<file path="src/hdl/clp_regs.vh">
`ifndef CLP_REGS_VH
`define CLP_REGS_VH
// Register word addresses
`define CLP_ADDR_MODE 4'h0
`define CLP_ADDR_TIMING 4'h1
`define CLP_ADDR_SLOT 4'h2
`define CLP_ADDR_FILTER 4'h3
`define CLP_ADDR_STATUS 4'h4
// MODE register bit positions
`define CLP_MODE_ADDR_PLACE 0
`define CLP_MODE_INT_LOOP 1
`define CLP_MODE_EXT_LOOP 2
`define CLP_MODE_PROMISC 3
`define CLP_MODE_BCAST_DIS 4
`define CLP_MODE_MANCH 5
`define CLP_MODE_TX_NO_CARRIER 6
`define CLP_MODE_NO_CRC 7
`define CLP_MODE_CRC16 8
`define CLP_MODE_BITSTUFF 9
`define CLP_MODE_PAD 10
`define CLP_MODE_INT_CARRIER 11
`define CLP_MODE_INT_COLL 12
`define CLP_MODE_BACKOFF_MET 13
`define CLP_MODE_PREAM_LSB 14
`define CLP_MODE_PREAM_MSB 15
// TIMING register fields
`define CLP_TIM_LIN_LSB 0
`define CLP_TIM_LIN_MSB 2
`define CLP_TIM_EXP_LSB 4
`define CLP_TIM_EXP_MSB 6
`define CLP_TIM_ALEN_LSB 8
`define CLP_TIM_ALEN_MSB 10
`define CLP_TIM_IFS_LSB 16
`define CLP_TIM_IFS_MSB 23
// SLOT register fields
`define CLP_SLOT_LSB 0
`define CLP_SLOT_MSB 10
`define CLP_MINF_LSB 16
`define CLP_MINF_MSB 23
// FILTER register fields
`define CLP_FLT_CAR_LSB 0
`define CLP_FLT_CAR_MSB 2
`define CLP_FLT_COL_LSB 4
`define CLP_FLT_COL_MSB 6
// Reset values
`define CLP_MODE_RESET 32'h00008000
`define CLP_TIMING_RESET 32'h00600600
`define CLP_SLOT_RESET 32'h00400200
`define CLP_FILTER_RESET 32'h00000000
// Timing and length constants
`define CLP_IFS_MIN 8'h20
`define CLP_SLOT_ZERO 12'h800
`define CLP_BO_CAP 5'h0A
`define CLP_RUNT_BYTES 16'h0006
`define CLP_EXT_LIMIT 5'h12
`define CLP_DIV_LAST 2'h3
`endif

</file>
<file path="src/hdl/clp_link_param.v">
// Chosen here: the register offsets and the address-and-strobe port.
`timescale 1ns/1ps
`include "clp_regs.vh"

// Three-stage pin synchroniser; level moves when stages two and three agree
module clp_pin_sync #(
    parameter WIDTH = 1
) (
    input wire clk,
    input wire rst,
    input wire [WIDTH-1:0] din,
    output reg [WIDTH-1:0] level
);
    reg [WIDTH-1:0] s1_r;
    reg [WIDTH-1:0] s2_r;
    reg [WIDTH-1:0] s3_r;

    // Shift chain and agreement check
    always @(posedge clk or posedge rst) begin
        if (rst) begin
            s1_r <= {WIDTH{1'b0}};
            s2_r <= {WIDTH{1'b0}};
            s3_r <= {WIDTH{1'b0}};
            level <= {WIDTH{1'b0}};
        end else begin
            s1_r <= din;
            s2_r <= s1_r;
            s3_r <= s2_r;
            level <= (s2_r & s3_r) | (level & (s2_r ^ s3_r));
        end
    end
endmodule // clp_pin_sync

//Contract
//- Buffer placement: no source address insertion
//- Internal loopback detaches, loops, divides clock
//- External loopback: full rate, 18-byte frame
//- Linear priority wait, then carrier check
//- Backoff random below 2^min(n+prio,10)
//- Backoff starts after jam or deferral
//- Interframe spacing clamped to at least 32
//- Readback returns interframe spacing as written
//- Slot time in clocks, zero means 2048
//- Promiscuous accepts every destination
//- Broadcast disable rejects broadcasts unless promiscuous
//- Encoding bit: NRZ or Manchester
//- Option allows transmit without returned carrier
//- CRC appended unless suppression bit set
//- CRC select: 32-bit or 16-bit polynomial
//- Framing select: end-of-carrier or bit-stuffed
//- Padding flags extend short bit-stuffed frames
//- Carrier filtered on rise, dropped at once
//- External collision filtered; source bit selects
//- Reject below minimum; silently drop under 6
//- Separate addresses: reject below 2*len+2
//- Preamble field selects 2,4,8,16 bytes
//- Descriptor placement: device inserts source address
module clp_link_param (
    input wire I_CLK,
    input wire I_RESET,
    input wire [3:0] I_ADDR,
    input wire [31:0] I_WDATA,
    input wire I_WR,
    input wire I_RD,
    output reg [31:0] O_RDATA,
    input wire I_TRANSMIT_CLOCK,
    input wire I_RECEIVE_CLOCK,
    input wire I_RXD_PIN,
    input wire I_CARRIER_SENSE,
    input wire I_COLLISION_DETECT,
    input wire I_TXD,
    input wire I_INT_CARRIER,
    input wire I_INT_COLL,
    input wire I_TX_REQ,
    input wire I_TX_DATA_DONE,
    input wire I_TX_DONE,
    input wire I_JAM_DONE,
    input wire I_RX_END,
    input wire [15:0] I_RX_LEN,
    input wire I_RX_BCAST,
    input wire I_RX_MATCH,
    output reg O_TXD_PIN,
    output reg O_LINE_EN,
    output reg O_RXD,
    output reg O_RX_TICK,
    output reg O_TX_TICK,
    output reg O_CARRIER,
    output reg O_COLLISION,
    output reg O_TX_GO,
    output reg O_CARRIER_LOST,
    output reg O_SEND_FLAGS,
    output reg O_RX_ACCEPT,
    output reg O_RX_REJECT,
    output reg O_INSERT_SRC,
    output reg O_APPEND_CRC,
    output reg O_CRC16,
    output reg O_BITSTUFF,
    output reg O_MANCHESTER,
    output reg O_FULL_DUPLEX,
    output reg [4:0] O_TX_BYTE_LIMIT,
    output reg [4:0] O_PREAMBLE_BYTES,
    output reg [2:0] O_ADDR_BYTES
);
    // Deferral states, one-hot
    localparam [5:0] ST_DEFER = 6'h01;
    localparam [5:0] ST_IFS = 6'h02;
    localparam [5:0] ST_PRIO = 6'h04;
    localparam [5:0] ST_READY = 6'h08;
    localparam [5:0] ST_TX = 6'h10;
    localparam [5:0] ST_SPARE = 6'h20;

    reg [31:0] mode_r, timing_r, slot_r, filter_r;
    wire [4:0] pin_lvl;
    reg tclk_last_r, rclk_last_r;
    reg [1:0] div_r;
    wire tclk_rise, rclk_rise, tick, int_loop;
    wire [7:0] ifs_raw, ifs_eff;
    wire [11:0] slot_eff;
    wire [2:0] lin_prio, exp_prio, alen_eff;
    reg [2:0] car_cnt_r, col_cnt_r;
    reg carrier_ok_r, coll_ext_ok_r;
    wire carrier_raw, coll_ok;
    reg [5:0] state_r, state_nxt;
    reg [7:0] ifs_cnt_r;
    reg [13:0] wait_cnt_r;
    reg [15:0] lfsr_r;
    reg [3:0] coll_num_r;
    reg bo_pend_r, bo_run_r;
    reg [9:0] bo_slots_r;
    reg [11:0] bo_tcnt_r, act_cnt_r;
    wire [4:0] bo_exp_sum;
    wire [3:0] bo_exp;
    wire [9:0] bo_mask, bo_rand;
    wire bo_start;
    reg carrier_seen_r;
    wire [15:0] fcs_bytes, rx_total, sep_min;
    wire rx_runt, rx_short, rx_addr_ok;

    // Pin inputs: transmit clock, receive clock, data, carrier, collision
    clp_pin_sync #(
        .WIDTH(5)
    ) u_sync (
        .clk(I_CLK),
        .rst(I_RESET),
        .din({I_COLLISION_DETECT, I_CARRIER_SENSE, I_RXD_PIN, I_RECEIVE_CLOCK,
              I_TRANSMIT_CLOCK}),
        .level(pin_lvl)
    );

    // Configuration field decode
    assign int_loop = mode_r[`CLP_MODE_INT_LOOP];
    assign ifs_raw = timing_r[`CLP_TIM_IFS_MSB:`CLP_TIM_IFS_LSB];
    assign ifs_eff = (ifs_raw < `CLP_IFS_MIN) ? `CLP_IFS_MIN : ifs_raw;
    assign slot_eff = (slot_r[`CLP_SLOT_MSB:`CLP_SLOT_LSB] == 11'h000) ?
                      `CLP_SLOT_ZERO : {1'b0, slot_r[`CLP_SLOT_MSB:`CLP_SLOT_LSB]};
    assign lin_prio = timing_r[`CLP_TIM_LIN_MSB:`CLP_TIM_LIN_LSB];
    assign exp_prio = timing_r[`CLP_TIM_EXP_MSB:`CLP_TIM_EXP_LSB];
    assign alen_eff = (timing_r[`CLP_TIM_ALEN_MSB:`CLP_TIM_ALEN_LSB] == 3'h7) ?
                      3'h0 : timing_r[`CLP_TIM_ALEN_MSB:`CLP_TIM_ALEN_LSB];

    // Clock edges and the divided bit tick
    assign tclk_rise = pin_lvl[0] & ~tclk_last_r;
    assign rclk_rise = pin_lvl[1] & ~rclk_last_r;
    assign tick = tclk_rise & (~int_loop | (div_r == `CLP_DIV_LAST));

    always @(posedge I_CLK or posedge I_RESET) begin
        if (I_RESET) begin
            tclk_last_r <= 1'b0;
            rclk_last_r <= 1'b0;
            div_r <= 2'h0;
        end else begin
            tclk_last_r <= pin_lvl[0];
            rclk_last_r <= pin_lvl[1];
            if (tclk_rise) begin
                div_r <= div_r + 2'h1;
            end
        end
    end

    // Register writes
    always @(posedge I_CLK or posedge I_RESET) begin
        if (I_RESET) begin
            mode_r <= `CLP_MODE_RESET;
            timing_r <= `CLP_TIMING_RESET;
            slot_r <= `CLP_SLOT_RESET;
            filter_r <= `CLP_FILTER_RESET;
        end else if (I_WR) begin
            case (I_ADDR)
                `CLP_ADDR_MODE: mode_r <= {16'h0000, I_WDATA[15:0]};
                `CLP_ADDR_TIMING: timing_r <= I_WDATA & 32'h00FF0777;
                `CLP_ADDR_SLOT: slot_r <= I_WDATA & 32'h00FF07FF;
                `CLP_ADDR_FILTER: filter_r <= I_WDATA & 32'h00000077;
                default: ;
            endcase
        end
    end

    // Register reads, data valid one cycle after the strobe
    always @(posedge I_CLK or posedge I_RESET) begin
        if (I_RESET) begin
            O_RDATA <= 32'h00000000;
        end else if (I_RD) begin
            case (I_ADDR)
                `CLP_ADDR_MODE: O_RDATA <= mode_r;
                `CLP_ADDR_TIMING: O_RDATA <= timing_r;
                `CLP_ADDR_SLOT: O_RDATA <= slot_r;
                `CLP_ADDR_FILTER: O_RDATA <= filter_r;
                `CLP_ADDR_STATUS: O_RDATA <= {15'h0000, bo_run_r, coll_num_r, 2'h0,
                                              coll_ok, carrier_ok_r, 2'h0, state_r};
                default: O_RDATA <= 32'h00000000;
            endcase
        end else begin
            O_RDATA <= 32'h00000000;
        end
    end

    // Carrier and collision source select and width filters
    assign carrier_raw = mode_r[`CLP_MODE_INT_CARRIER] ? I_INT_CARRIER : pin_lvl[3];
    assign coll_ok = mode_r[`CLP_MODE_INT_COLL] ? I_INT_COLL : coll_ext_ok_r;

    always @(posedge I_CLK or posedge I_RESET) begin
        if (I_RESET) begin
            car_cnt_r <= 3'h0;
            col_cnt_r <= 3'h0;
            carrier_ok_r <= 1'b0;
            coll_ext_ok_r <= 1'b0;
        end else begin
            if (!carrier_raw) begin
                car_cnt_r <= 3'h0;
                carrier_ok_r <= 1'b0;
            end else if (car_cnt_r >= filter_r[`CLP_FLT_CAR_MSB:`CLP_FLT_CAR_LSB]) begin
                carrier_ok_r <= 1'b1;
            end else if (tick) begin
                car_cnt_r <= car_cnt_r + 3'h1;
            end
            if (!pin_lvl[4]) begin
                col_cnt_r <= 3'h0;
                coll_ext_ok_r <= 1'b0;
            end else if (col_cnt_r >= filter_r[`CLP_FLT_COL_MSB:`CLP_FLT_COL_LSB]) begin
                coll_ext_ok_r <= 1'b1;
            end else if (tick) begin
                col_cnt_r <= col_cnt_r + 3'h1;
            end
        end
    end

    // Backoff draw: random value masked to the capped exponent
    assign bo_exp_sum = {1'b0, coll_num_r} + {2'h0, exp_prio};
    assign bo_exp = (bo_exp_sum > `CLP_BO_CAP) ? 4'hA : bo_exp_sum[3:0];
    assign bo_mask = ~(10'h3FF << bo_exp);
    assign bo_rand = lfsr_r[9:0] & bo_mask;
    assign bo_start = (I_JAM_DONE & ~mode_r[`CLP_MODE_BACKOFF_MET]) |
                      (bo_pend_r & (state_r == ST_IFS) & tick &
                       (ifs_cnt_r >= ifs_eff - 8'h01));

    // Collision counter, random source and backoff timer
    always @(posedge I_CLK or posedge I_RESET) begin
        if (I_RESET) begin
            lfsr_r <= 16'hACE1;
            coll_num_r <= 4'h0;
            bo_pend_r <= 1'b0;
            bo_run_r <= 1'b0;
            bo_slots_r <= 10'h000;
            bo_tcnt_r <= 12'h000;
        end else begin
            lfsr_r <= {lfsr_r[14:0], lfsr_r[15] ^ lfsr_r[13] ^ lfsr_r[12] ^ lfsr_r[10]};
            if (I_JAM_DONE) begin
                coll_num_r <= (coll_num_r == 4'hF) ? coll_num_r : coll_num_r + 4'h1;
            end else if (I_TX_DONE) begin
                coll_num_r <= 4'h0;
            end
            if (I_JAM_DONE && mode_r[`CLP_MODE_BACKOFF_MET]) begin
                bo_pend_r <= 1'b1;
            end else if (bo_start) begin
                bo_pend_r <= 1'b0;
            end
            if (bo_start) begin
                bo_slots_r <= bo_rand;
                bo_tcnt_r <= 12'h000;
                bo_run_r <= (bo_rand != 10'h000);
            end else if (bo_run_r && tick) begin
                if (bo_tcnt_r == slot_eff - 12'h001) begin
                    bo_tcnt_r <= 12'h000;
                    bo_slots_r <= bo_slots_r - 10'h001;
                    if (bo_slots_r == 10'h001) begin
                        bo_run_r <= 1'b0;
                    end
                end else begin
                    bo_tcnt_r <= bo_tcnt_r + 12'h001;
                end
            end
        end
    end

    // Deferral sequence: carrier gone, spacing, priority wait, send
    always @* begin
        state_nxt = state_r;
        case (state_r)
            ST_DEFER: begin
                if (!carrier_ok_r) begin
                    state_nxt = ST_IFS;
                end
            end
            ST_IFS: begin
                if (carrier_ok_r) begin
                    state_nxt = ST_DEFER;
                end else if (tick && ifs_cnt_r >= ifs_eff - 8'h01) begin
                    state_nxt = (lin_prio == 3'h0) ? ST_READY : ST_PRIO;
                end
            end
            ST_PRIO: begin
                if (tick && wait_cnt_r == 14'h0001) begin
                    state_nxt = carrier_ok_r ? ST_DEFER : ST_READY;
                end
            end
            ST_READY: begin
                if (I_TX_REQ && !bo_run_r && !bo_pend_r) begin
                    state_nxt = ST_TX;
                end else if (carrier_ok_r) begin
                    state_nxt = ST_DEFER;
                end
            end
            ST_TX: begin
                if (I_TX_DONE || I_JAM_DONE) begin
                    state_nxt = ST_DEFER;
                end
            end
            default: state_nxt = ST_DEFER;
        endcase
    end

    // State register and its counters
    always @(posedge I_CLK or posedge I_RESET) begin
        if (I_RESET) begin
            state_r <= ST_DEFER;
            ifs_cnt_r <= 8'h00;
            wait_cnt_r <= 14'h0000;
            act_cnt_r <= 12'h000;
            carrier_seen_r <= 1'b0;
        end else begin
            state_r <= state_nxt;
            if (state_r != ST_IFS) begin
                ifs_cnt_r <= 8'h00;
            end else if (tick) begin
                ifs_cnt_r <= ifs_cnt_r + 8'h01;
            end
            if (state_r != ST_PRIO) begin
                wait_cnt_r <= {11'h000, lin_prio} * {2'h0, slot_eff};
            end else if (tick) begin
                wait_cnt_r <= wait_cnt_r - 14'h0001;
            end
            if (state_r != ST_TX) begin
                act_cnt_r <= 12'h000;
                carrier_seen_r <= 1'b0;
            end else begin
                if (tick && act_cnt_r != 12'hFFF) begin
                    act_cnt_r <= act_cnt_r + 12'h001;
                end
                if (carrier_ok_r) begin
                    carrier_seen_r <= 1'b1;
                end
            end
        end
    end

    // Receive length and address filter
    assign fcs_bytes = mode_r[`CLP_MODE_CRC16] ? 16'h0002 : 16'h0004;
    assign rx_total = I_RX_LEN + fcs_bytes;
    assign sep_min = {12'h000, alen_eff, 1'b0} + 16'h0002;
    assign rx_runt = rx_total < `CLP_RUNT_BYTES;
    assign rx_short = (rx_total < {8'h00, slot_r[`CLP_MINF_MSB:`CLP_MINF_LSB]}) |
                      (~mode_r[`CLP_MODE_ADDR_PLACE] & (I_RX_LEN < sep_min));
    assign rx_addr_ok = mode_r[`CLP_MODE_PROMISC] |
                        (I_RX_BCAST ? ~mode_r[`CLP_MODE_BCAST_DIS] : I_RX_MATCH);

    // Frame events and receive routing
    always @(posedge I_CLK or posedge I_RESET) begin
        if (I_RESET) begin
            O_TX_GO <= 1'b0;
            O_CARRIER_LOST <= 1'b0;
            O_SEND_FLAGS <= 1'b0;
            O_RX_ACCEPT <= 1'b0;
            O_RX_REJECT <= 1'b0;
            O_TXD_PIN <= 1'b0;
            O_RXD <= 1'b0;
            O_RX_TICK <= 1'b0;
            O_TX_TICK <= 1'b0;
            O_CARRIER <= 1'b0;
            O_COLLISION <= 1'b0;
        end else begin
            O_TX_GO <= (state_r == ST_READY) & (state_nxt == ST_TX);
            O_CARRIER_LOST <= I_TX_DONE & (state_r == ST_TX) & ~carrier_seen_r &
                              ~mode_r[`CLP_MODE_TX_NO_CARRIER];
            O_SEND_FLAGS <= mode_r[`CLP_MODE_PAD] & mode_r[`CLP_MODE_BITSTUFF] &
                            (state_r == ST_TX) & I_TX_DATA_DONE &
                            (act_cnt_r < slot_eff);
            O_RX_ACCEPT <= I_RX_END & ~rx_runt & ~rx_short & rx_addr_ok;
            O_RX_REJECT <= I_RX_END & ~rx_runt & (rx_short | ~rx_addr_ok);
            O_TXD_PIN <= I_TXD & ~int_loop;
            O_RXD <= int_loop ? I_TXD : pin_lvl[2];
            O_RX_TICK <= int_loop ? tick : rclk_rise;
            O_TX_TICK <= tick;
            O_CARRIER <= carrier_ok_r;
            O_COLLISION <= coll_ok;
        end
    end

    // Registered configuration outputs
    always @(posedge I_CLK or posedge I_RESET) begin
        if (I_RESET) begin
            O_LINE_EN <= 1'b1;
            O_INSERT_SRC <= 1'b1;
            O_APPEND_CRC <= 1'b1;
            O_CRC16 <= 1'b0;
            O_BITSTUFF <= 1'b0;
            O_MANCHESTER <= 1'b0;
            O_FULL_DUPLEX <= 1'b0;
            O_TX_BYTE_LIMIT <= 5'h00;
            O_PREAMBLE_BYTES <= 5'h08;
            O_ADDR_BYTES <= 3'h6;
        end else begin
            O_LINE_EN <= ~int_loop;
            O_INSERT_SRC <= ~mode_r[`CLP_MODE_ADDR_PLACE];
            O_APPEND_CRC <= ~mode_r[`CLP_MODE_NO_CRC];
            O_CRC16 <= mode_r[`CLP_MODE_CRC16];
            O_BITSTUFF <= mode_r[`CLP_MODE_BITSTUFF];
            O_MANCHESTER <= mode_r[`CLP_MODE_MANCH];
            O_FULL_DUPLEX <= int_loop | mode_r[`CLP_MODE_EXT_LOOP];
            O_TX_BYTE_LIMIT <= (mode_r[`CLP_MODE_EXT_LOOP] & ~int_loop) ?
                               `CLP_EXT_LIMIT : 5'h00;
            O_PREAMBLE_BYTES <= 5'h02 << mode_r[`CLP_MODE_PREAM_MSB:`CLP_MODE_PREAM_LSB];
            O_ADDR_BYTES <= alen_eff;
        end
    end
endmodule // clp_link_param

</file>
<file path="config.mk">
export PLATFORM = sky130hd
export DESIGN_NAME = clp_link_param
export DESIGN_NICKNAME = d
export VERILOG_FILES = /design/src/hdl/clp_link_param.v
export VERILOG_INCLUDE_DIRS = /design/src /design/src/hdl
export SDC_FILE = /design/constraint.sdc
export NUM_CORES = 1
export LEC_CHECK = 0
export BUFFER_PORTS_ARGS = -buffer_cell sky130_fd_sc_hd__buf_2
export CAP_MARGIN = 5
export CORE_AREA = 4 4 149 151
export CTS_CLUSTER_DIAMETER = 100
export DETAILED_ROUTE_END_ITERATION = 12
export DIE_AREA = 0 0 153 155
export PLACE_DENSITY = 0.8
export SYNTH_ARGS = -nofsm -noshare
export SYNTH_HDL_FRONTEND = slang
export SYNTH_SLANG_ARGS = --single-unit
</file>
<file path="constraint.sdc">
create_clock -name I_CLK -period 9.7 [get_ports I_CLK]
set_input_delay 1.455 -clock I_CLK [delete_from_list [all_inputs] [get_ports I_CLK]]
set_output_delay 1.455 -clock I_CLK [all_outputs]
set_load 0.005 [all_outputs]
</file>
Word-level counts from Yosys, hierarchy flattened
Index checks and enable logic that the tools add are counted.
Storage, ports and cells
  register bits: 238
  input bits: 71
  output and inout bits: 63
  word-level logic and storage cells: 238
Cells by class
  add/subtract/negate cells: 14
  $mul: 1
  order comparisons: 9
  equal/unequal tests: 27
  shift operators: 2
  mux-type cells: 56
  bitwise logic cells: 49
  reductions and logical operators: 32
Operator list (number)
  24-bit one-hot mux with 5 select lines: 1
  12-bit 2-to-1 mux: 6
  6-bit 2-to-1 mux: 7
  32-bit 2-to-1 mux: 1
  10-bit 2-to-1 mux: 3
  6-bit one-hot mux with 5 select lines: 1
  14-bit 2-to-1 mux: 2
  12-bit by 1-bit adder with 12-bit output, second input constant: 2
  3-bit 2-to-1 mux: 8
  4-bit 2-to-1 mux: 6
  8-bit 2-to-1 mux: 3
  1-bit AND: 22
  2-bit nonzero test: 9
  1-bit 2-to-1 mux: 17
  16-bit by 3-bit adder with 16-bit output: 1
  16-bit by 3-bit less-than comparator with 1-bit output, second input constant: 1
  16-bit by 5-bit less-than comparator with 1-bit output: 1
  16-bit by 8-bit less-than comparator with 1-bit output: 1
  2-bit AND reduction: 8
  14-bit by 1-bit == test with 1-bit output, second input constant: 1
  3-bit by 12-bit multiplier with 14-bit output: 1
  14-bit by 1-bit subtractor with 14-bit output, second input constant: 1
  12-bit == test: 1
  6-bit by 5-bit == test with 1-bit output, second input constant: 2
  50 further kinds: 84

Logic depth before layout (Yosys ltp)
  depth in word-level cells: 10
  depth in mapped cells: 19

Modules after synthesis
From an unflattened synthesis, not the netlist that was laid out.
Second synthesis, totals
  cell total of the unflattened synthesis: 1240
  area, all modules: 12515.8 um2
Modules (own cells, without submodules)
  clp_link_param: instances 1, cells each 1209, area each 11911.4 um2, sequential area each 5157.4 um2
  clp_pin_sync: instances 1, cells each 31, area each 604.3 um2, sequential area each 500.5 um2

Worst setup path before layout
OpenSTA, ideal clock, no wires.
  path kind: register to register
  start point: register slot_r[5]
  end point: register wait_cnt_r[12]
  arrival: 3.993 ns
  data required time: 9.580 ns
  slack: 5.587 ns
  stages on the path, launching flop included: 20
  path buffers: 2
  period minus slack after synthesis: 4.113 ns
  cell sequence: dfrtp_1 buf_6 or4_4 buf_6 nor3_4 inv_2 nand3_1 fa_1 inv_1 ha_1 inv_1 fa_1 nor2b_1 o21ai_0 a21boi_0 o21a_1 o21ai_0 a2111oi_0 o21ai_0 a31o_2
On the way
  cells in the longest elaborated chain, start to end: 4
RTL lines
  start, declared: RTL line clp_link_param.v:112  | reg [31:0] mode_r, timing_r, slot_r, filter_r;
  start signal, assigned: RTL line clp_link_param.v:185  | slot_r <= `CLP_SLOT_RESET;
  start signal, assigned: RTL line clp_link_param.v:191  | `CLP_ADDR_SLOT: slot_r <= I_WDATA & 32'h00FF07FF;
  11-bit zero test: RTL line clp_link_param.v:154  | assign slot_eff = (slot_r[`CLP_SLOT_MSB:`CLP_SLOT_LSB] == 11'h000) ?
  12-bit 2-to-1 mux *: RTL line clp_link_param.v:154
  3-bit by 12-bit multiplier with 14-bit output *: RTL line clp_link_param.v:348  | wait_cnt_r <= {11'h000, lin_prio} * {2'h0, slot_eff};
  14-bit 2-to-1 mux *: RTL line clp_link_param.v:347  | if (state_r != ST_PRIO) begin
  end signal, assigned: RTL line clp_link_param.v:348
  end signal, assigned: RTL line clp_link_param.v:350  | wait_cnt_r <= wait_cnt_r - 14'h0001;
  end, declared: RTL line clp_link_param.v:125  | reg [13:0] wait_cnt_r;
Mark *: on every way between the ends. The rest lies on a longest branch, timed or not.
A chain may end at the register's enable or synchronous reset.

Final worst setup path
  start point: register slot_r[1]
  end point: register wait_cnt_r[12]
The elaborated chain is that of the path after synthesis.

==> key figures <==
Floorplanning
  • Ports: 134
  • Initial Util: 58.65%
  • Total die area: 23720 sq um
  • # rows: 53
  • Die width: 153 microns
  • Core Region: 20820 sq um
  • Die height: 155 microns

Critical path
  • WS Path Type: flip-flop to flip-flop
  • Reg2Reg Setup Slack: 4.96 ns
  • RR Endpoint: wait_cnt_r[12]$_DFFE_PP0P_
  • Critical Path Sink: wait_cnt_r[12]$_DFFE_PP0P_
  • CP max FO: 9
  • Worst endpoint required time: 10.11 ns
  • Reg2reg path depth: 19
  • Critical Path End Type: flip-flop
  • Crit path launch: slot_r[1]$_DFFE_PP0P_
  • Worst Setup Start Kind: flip-flop
  • Worst reg2reg path startpoint: slot_r[1]$_DFFE_PP0P_
  • Worst Path Arrival: 5.14 ns

Pwr
  • Cell Pwr Density: 207.8 nW/um^2
  • VDD IR max: 0.1509 mV
  • Lkg Pwr: 6.544 nW

Drt
  • Routed length per instance: 17.86 microns
  • First DRT Iteration DRCs: 654
  • Via count: 9301
  • Routed wire length: 28.19 mm
  • Remaining DRCs: 0
  • Post-DR vias/cell: 5.894
  • Router iterations before antenna repair: 5
  • Post-DRT Antenna Nets: 0

Synth
  • Flip-flop and latch count after synthesis: 225
  • Complex-gate fraction of the synthesized area: 11.31%
  • Multiplexer share of the synthesized area: 6.977%
  • Post-Syn Instances: 1183
  • Adder-Cell Fraction of Synth Area: 9.406%
  • Netlist cell types: 77
  • Main synth FF type: dfrtp_1
  • Post-synth EDFFs: 0
  • Post-synthesis xor/xnor area fraction: 5.379%
  • Yosys warning count: 0
  • Mean Syn Cell Area: 10.32 sq um
  • Post-Syn Area: 12210 sq um
  • Asr flop ratio synth: 100.0%
  • Main combinational cell family by area after synthesis: simple AND/OR/NAND/NOR gates
  • Simple-gate share of the synthesized area: 15.84%
  • Sequential cell area fraction in the yosys report: 46.33%

Clocking
  • Post-CTS Setup Bufs: 0
  • Root Driver: clkbuf_16
  • Num CTS Buffers: 24
  • # resized after CTS: 0
  • Hold_buf cts: 0
  • Htree depth: 1
  • Reg clk slew, reported paths: 0.06 ns
  • CTS tree: done
  • Clk Latency, worst-skew pair: 0.53 ns
  • Clock tree buffer depth: 3
  • Clock sinks: 225

Global routing
  • Vias in the first global route: 9423
  • Global-route wire length before repair: 46.40 mm
  • Initial antenna violation count: 1
  • Largest net degree at the start of global routing: 138
  • GRT overflow: 0
  • Overall routing resource usage: 23.55%

Placed design
  • Post-DP HPWL: 19.86 mm
  • Port bufs: 113
  • Placed insts: 1533
  • RD Place Congestion: 0.8709

Finish
  • Fillcell total: 1613
  • Non-Filler Instances: 1578
  • Final-stage net count: 1439
  • Final Util: 66.42%
  • Share of layout cells above drive strength 1: 20.97%
  • Sequential cell area: 5658 sq um
  • Most frequent cells in the layout: 203 x dfrtp_1, 113 x buf_2, 101 x nor2_1
  • Commonest non-fill, non-tap cell in the layout: dfrtp_1
  • Area of the multi-input gates: 6048 sq um
  • Area Overhead vs Synth: 13.26%

STA
  • Final setup fails: 0
  • Actual slew at the worst max-slew pin: 1.047 ns
  • Final Hold Viols: 0
  • Max Freq: 211.1 MHz
  • Setup TNS: 0 ns
  • Max-slew violation count: 0
  • Skew final: 0.02600 ns
  • Period utilization: 48.84%
  • Relative slew slack: 30.21%
  • Final min period: 4.738 ns
  • Hold WS: 0.3501 ns
  • RSZ-0062 raised after global routing: no

Outcome
  • Status: finished clean

Min path
  • HP Class: flip-flop to flip-flop

Flow run
  • Max-cap violations: 0
==> cell usage after synthesis (all sizes together), types with 7 or more instances <==
cell type  count  share of area (%)
a21o          14               0.86
a21oi         41                1.7
a222oi         8               0.66
a22oi         18                1.1
a31oi          7               0.36
and2           8               0.41
and3          18               0.92
buf           20                1.2
clkbuf        39                1.2
dfrtp        203                 42
dfstp         22                4.7
fa            13                2.1
ha            71                7.3
inv           76                2.3
mux2          63                5.8
mux2i         12               0.98
nand2         98                3.0
nand2b        19               0.97
nand3         29                1.2
nand4         11               0.56
nor2         101                3.1
nor2b         12               0.61
nor3          25                1.2
nor4          12               0.61
nor4b          7               0.55
o21a           9               0.55
o21ai         42                1.7
or2            9               0.46
or3           12               0.61
or4           10               0.68
xnor2         40                2.9
xor2          35                2.5
==> metrics by stage <==
| step | power, mW | instance area (sq um) | setup WS, ns |
|---|---|---|---|
| after CTS | 2.882 | 13830 | 4.997 |
| after global placement | 1.873 | 12980 | 5.193 |
| final | 2.874 | 13830 | 4.962 |
| after detailed placement | 1.911 | 12980 | 5.026 |
| after global routing | 3.037 | 13830 | 4.625 |
| after floorplan | 1.713 | 12260 | 2.119 |
==> worst min path at each step <==
stage	startpoint	to	cells after the start
after CTS	lfsr_r[14]$_DFF_PP0_	lfsr_r[15]$_DFF_PP1_	0
after global routing	lfsr_r[14]$_DFF_PP0_	lfsr_r[15]$_DFF_PP1_	0
final	u_sync.s1_r[4]$_DFF_PP0_	u_sync.s2_r[4]$_DFF_PP0_	0
after global placement	u_sync.s1_r[0]$_DFF_PP0_	u_sync.s2_r[0]$_DFF_PP0_	0
after floorplan	u_sync.s1_r[0]$_DFF_PP0_	u_sync.s2_r[0]$_DFF_PP0_	0
after detailed placement	u_sync.s1_r[1]$_DFF_PP0_	u_sync.s2_r[1]$_DFF_PP0_	0
==> cells by family after synthesis <==
group	count (synthesis)
buffers and inverters	135
XOR/XNOR	75
multiplexers	76
flip-flops	225
adder cells (fa/ha/maj)	84
other	1
AND/OR/NAND/NOR	385
AO/OA/AOI/OAI	202
==> state kept, by name (all words and copies together) (netlist names), 2 cells and up <==
| signal | flops |
|---|---|
| bo_slots_r | 10 |
| u_sync.level | 5 |
| O_RDATA | 24 |
| u_sync.s1_r | 5 |
| u_sync.s2_r | 5 |
| act_cnt_r | 12 |
| O_ADDR_BYTES | 3 |
| slot_r | 19 |
| coll_num_r | 4 |
| wait_cnt_r | 14 |
| state_r | 6 |
| bo_tcnt_r | 12 |
| col_cnt_r | 3 |
| timing_r | 17 |
| mode_r | 16 |
| div_r | 2 |
| lfsr_r | 16 |
| O_PREAMBLE_BYTES | 4 |
| ifs_cnt_r | 8 |
| filter_r | 6 |
| car_cnt_r | 3 |
| u_sync.s3_r | 5 |
==> where the power goes <==
| part | internal, mW | switching [mW] | total, mW | leakage [nW] |
|---|---|---|---|---|
| clock network | 0.584 | 0.384 | 0.968 | 0.400 |
| registers | 1.07 | 0.168 | 1.24 | 2.87 |
| logic | 0.313 | 0.352 | 0.665 | 3.28 |
==> per-layer routing <==
layer	wire length, microns	global-route usage (%)	vias up	share of wire [%]
met3	1757	3.727	76	6.2
met5	0	0	-	0
li1	-	-	4350	-
met2	13490	38.93	306	48
met4	1092	10.06	0	3.9
met1	11840	31.22	4569	42
==> cell type report <==
class	count	area share, %
multi-input cells	835	43.73
flip-flops and latches	225	40.91
clock buffers	33	5.021
repair buffers	122	4.578
well taps	275	2.488
inverters	76	2.117
clock inverters	11	1.140
diodes	1	0.01809
==> critical path, stage by stage (launching register included) <==
cell and delay (ns):
dfrtp_1 0.50, inv_1 0.13, ha_1 0.14, or3b_1 0.44
nor3_4 0.29, inv_2 0.15, nand3_1 0.13, fa_1 0.42
inv_1 0.07, ha_1 0.16, inv_1 0.06, fa_1 0.40
nor2b_1 0.12, o21ai_0 0.11, a21boi_0 0.26, o21a_1 0.16
o21ai_0 0.12, a2111oi_0 0.54, o21ai_0 0.15, a31o_2 0.25
No activity file was read; power rests on OpenSTA's default activity.
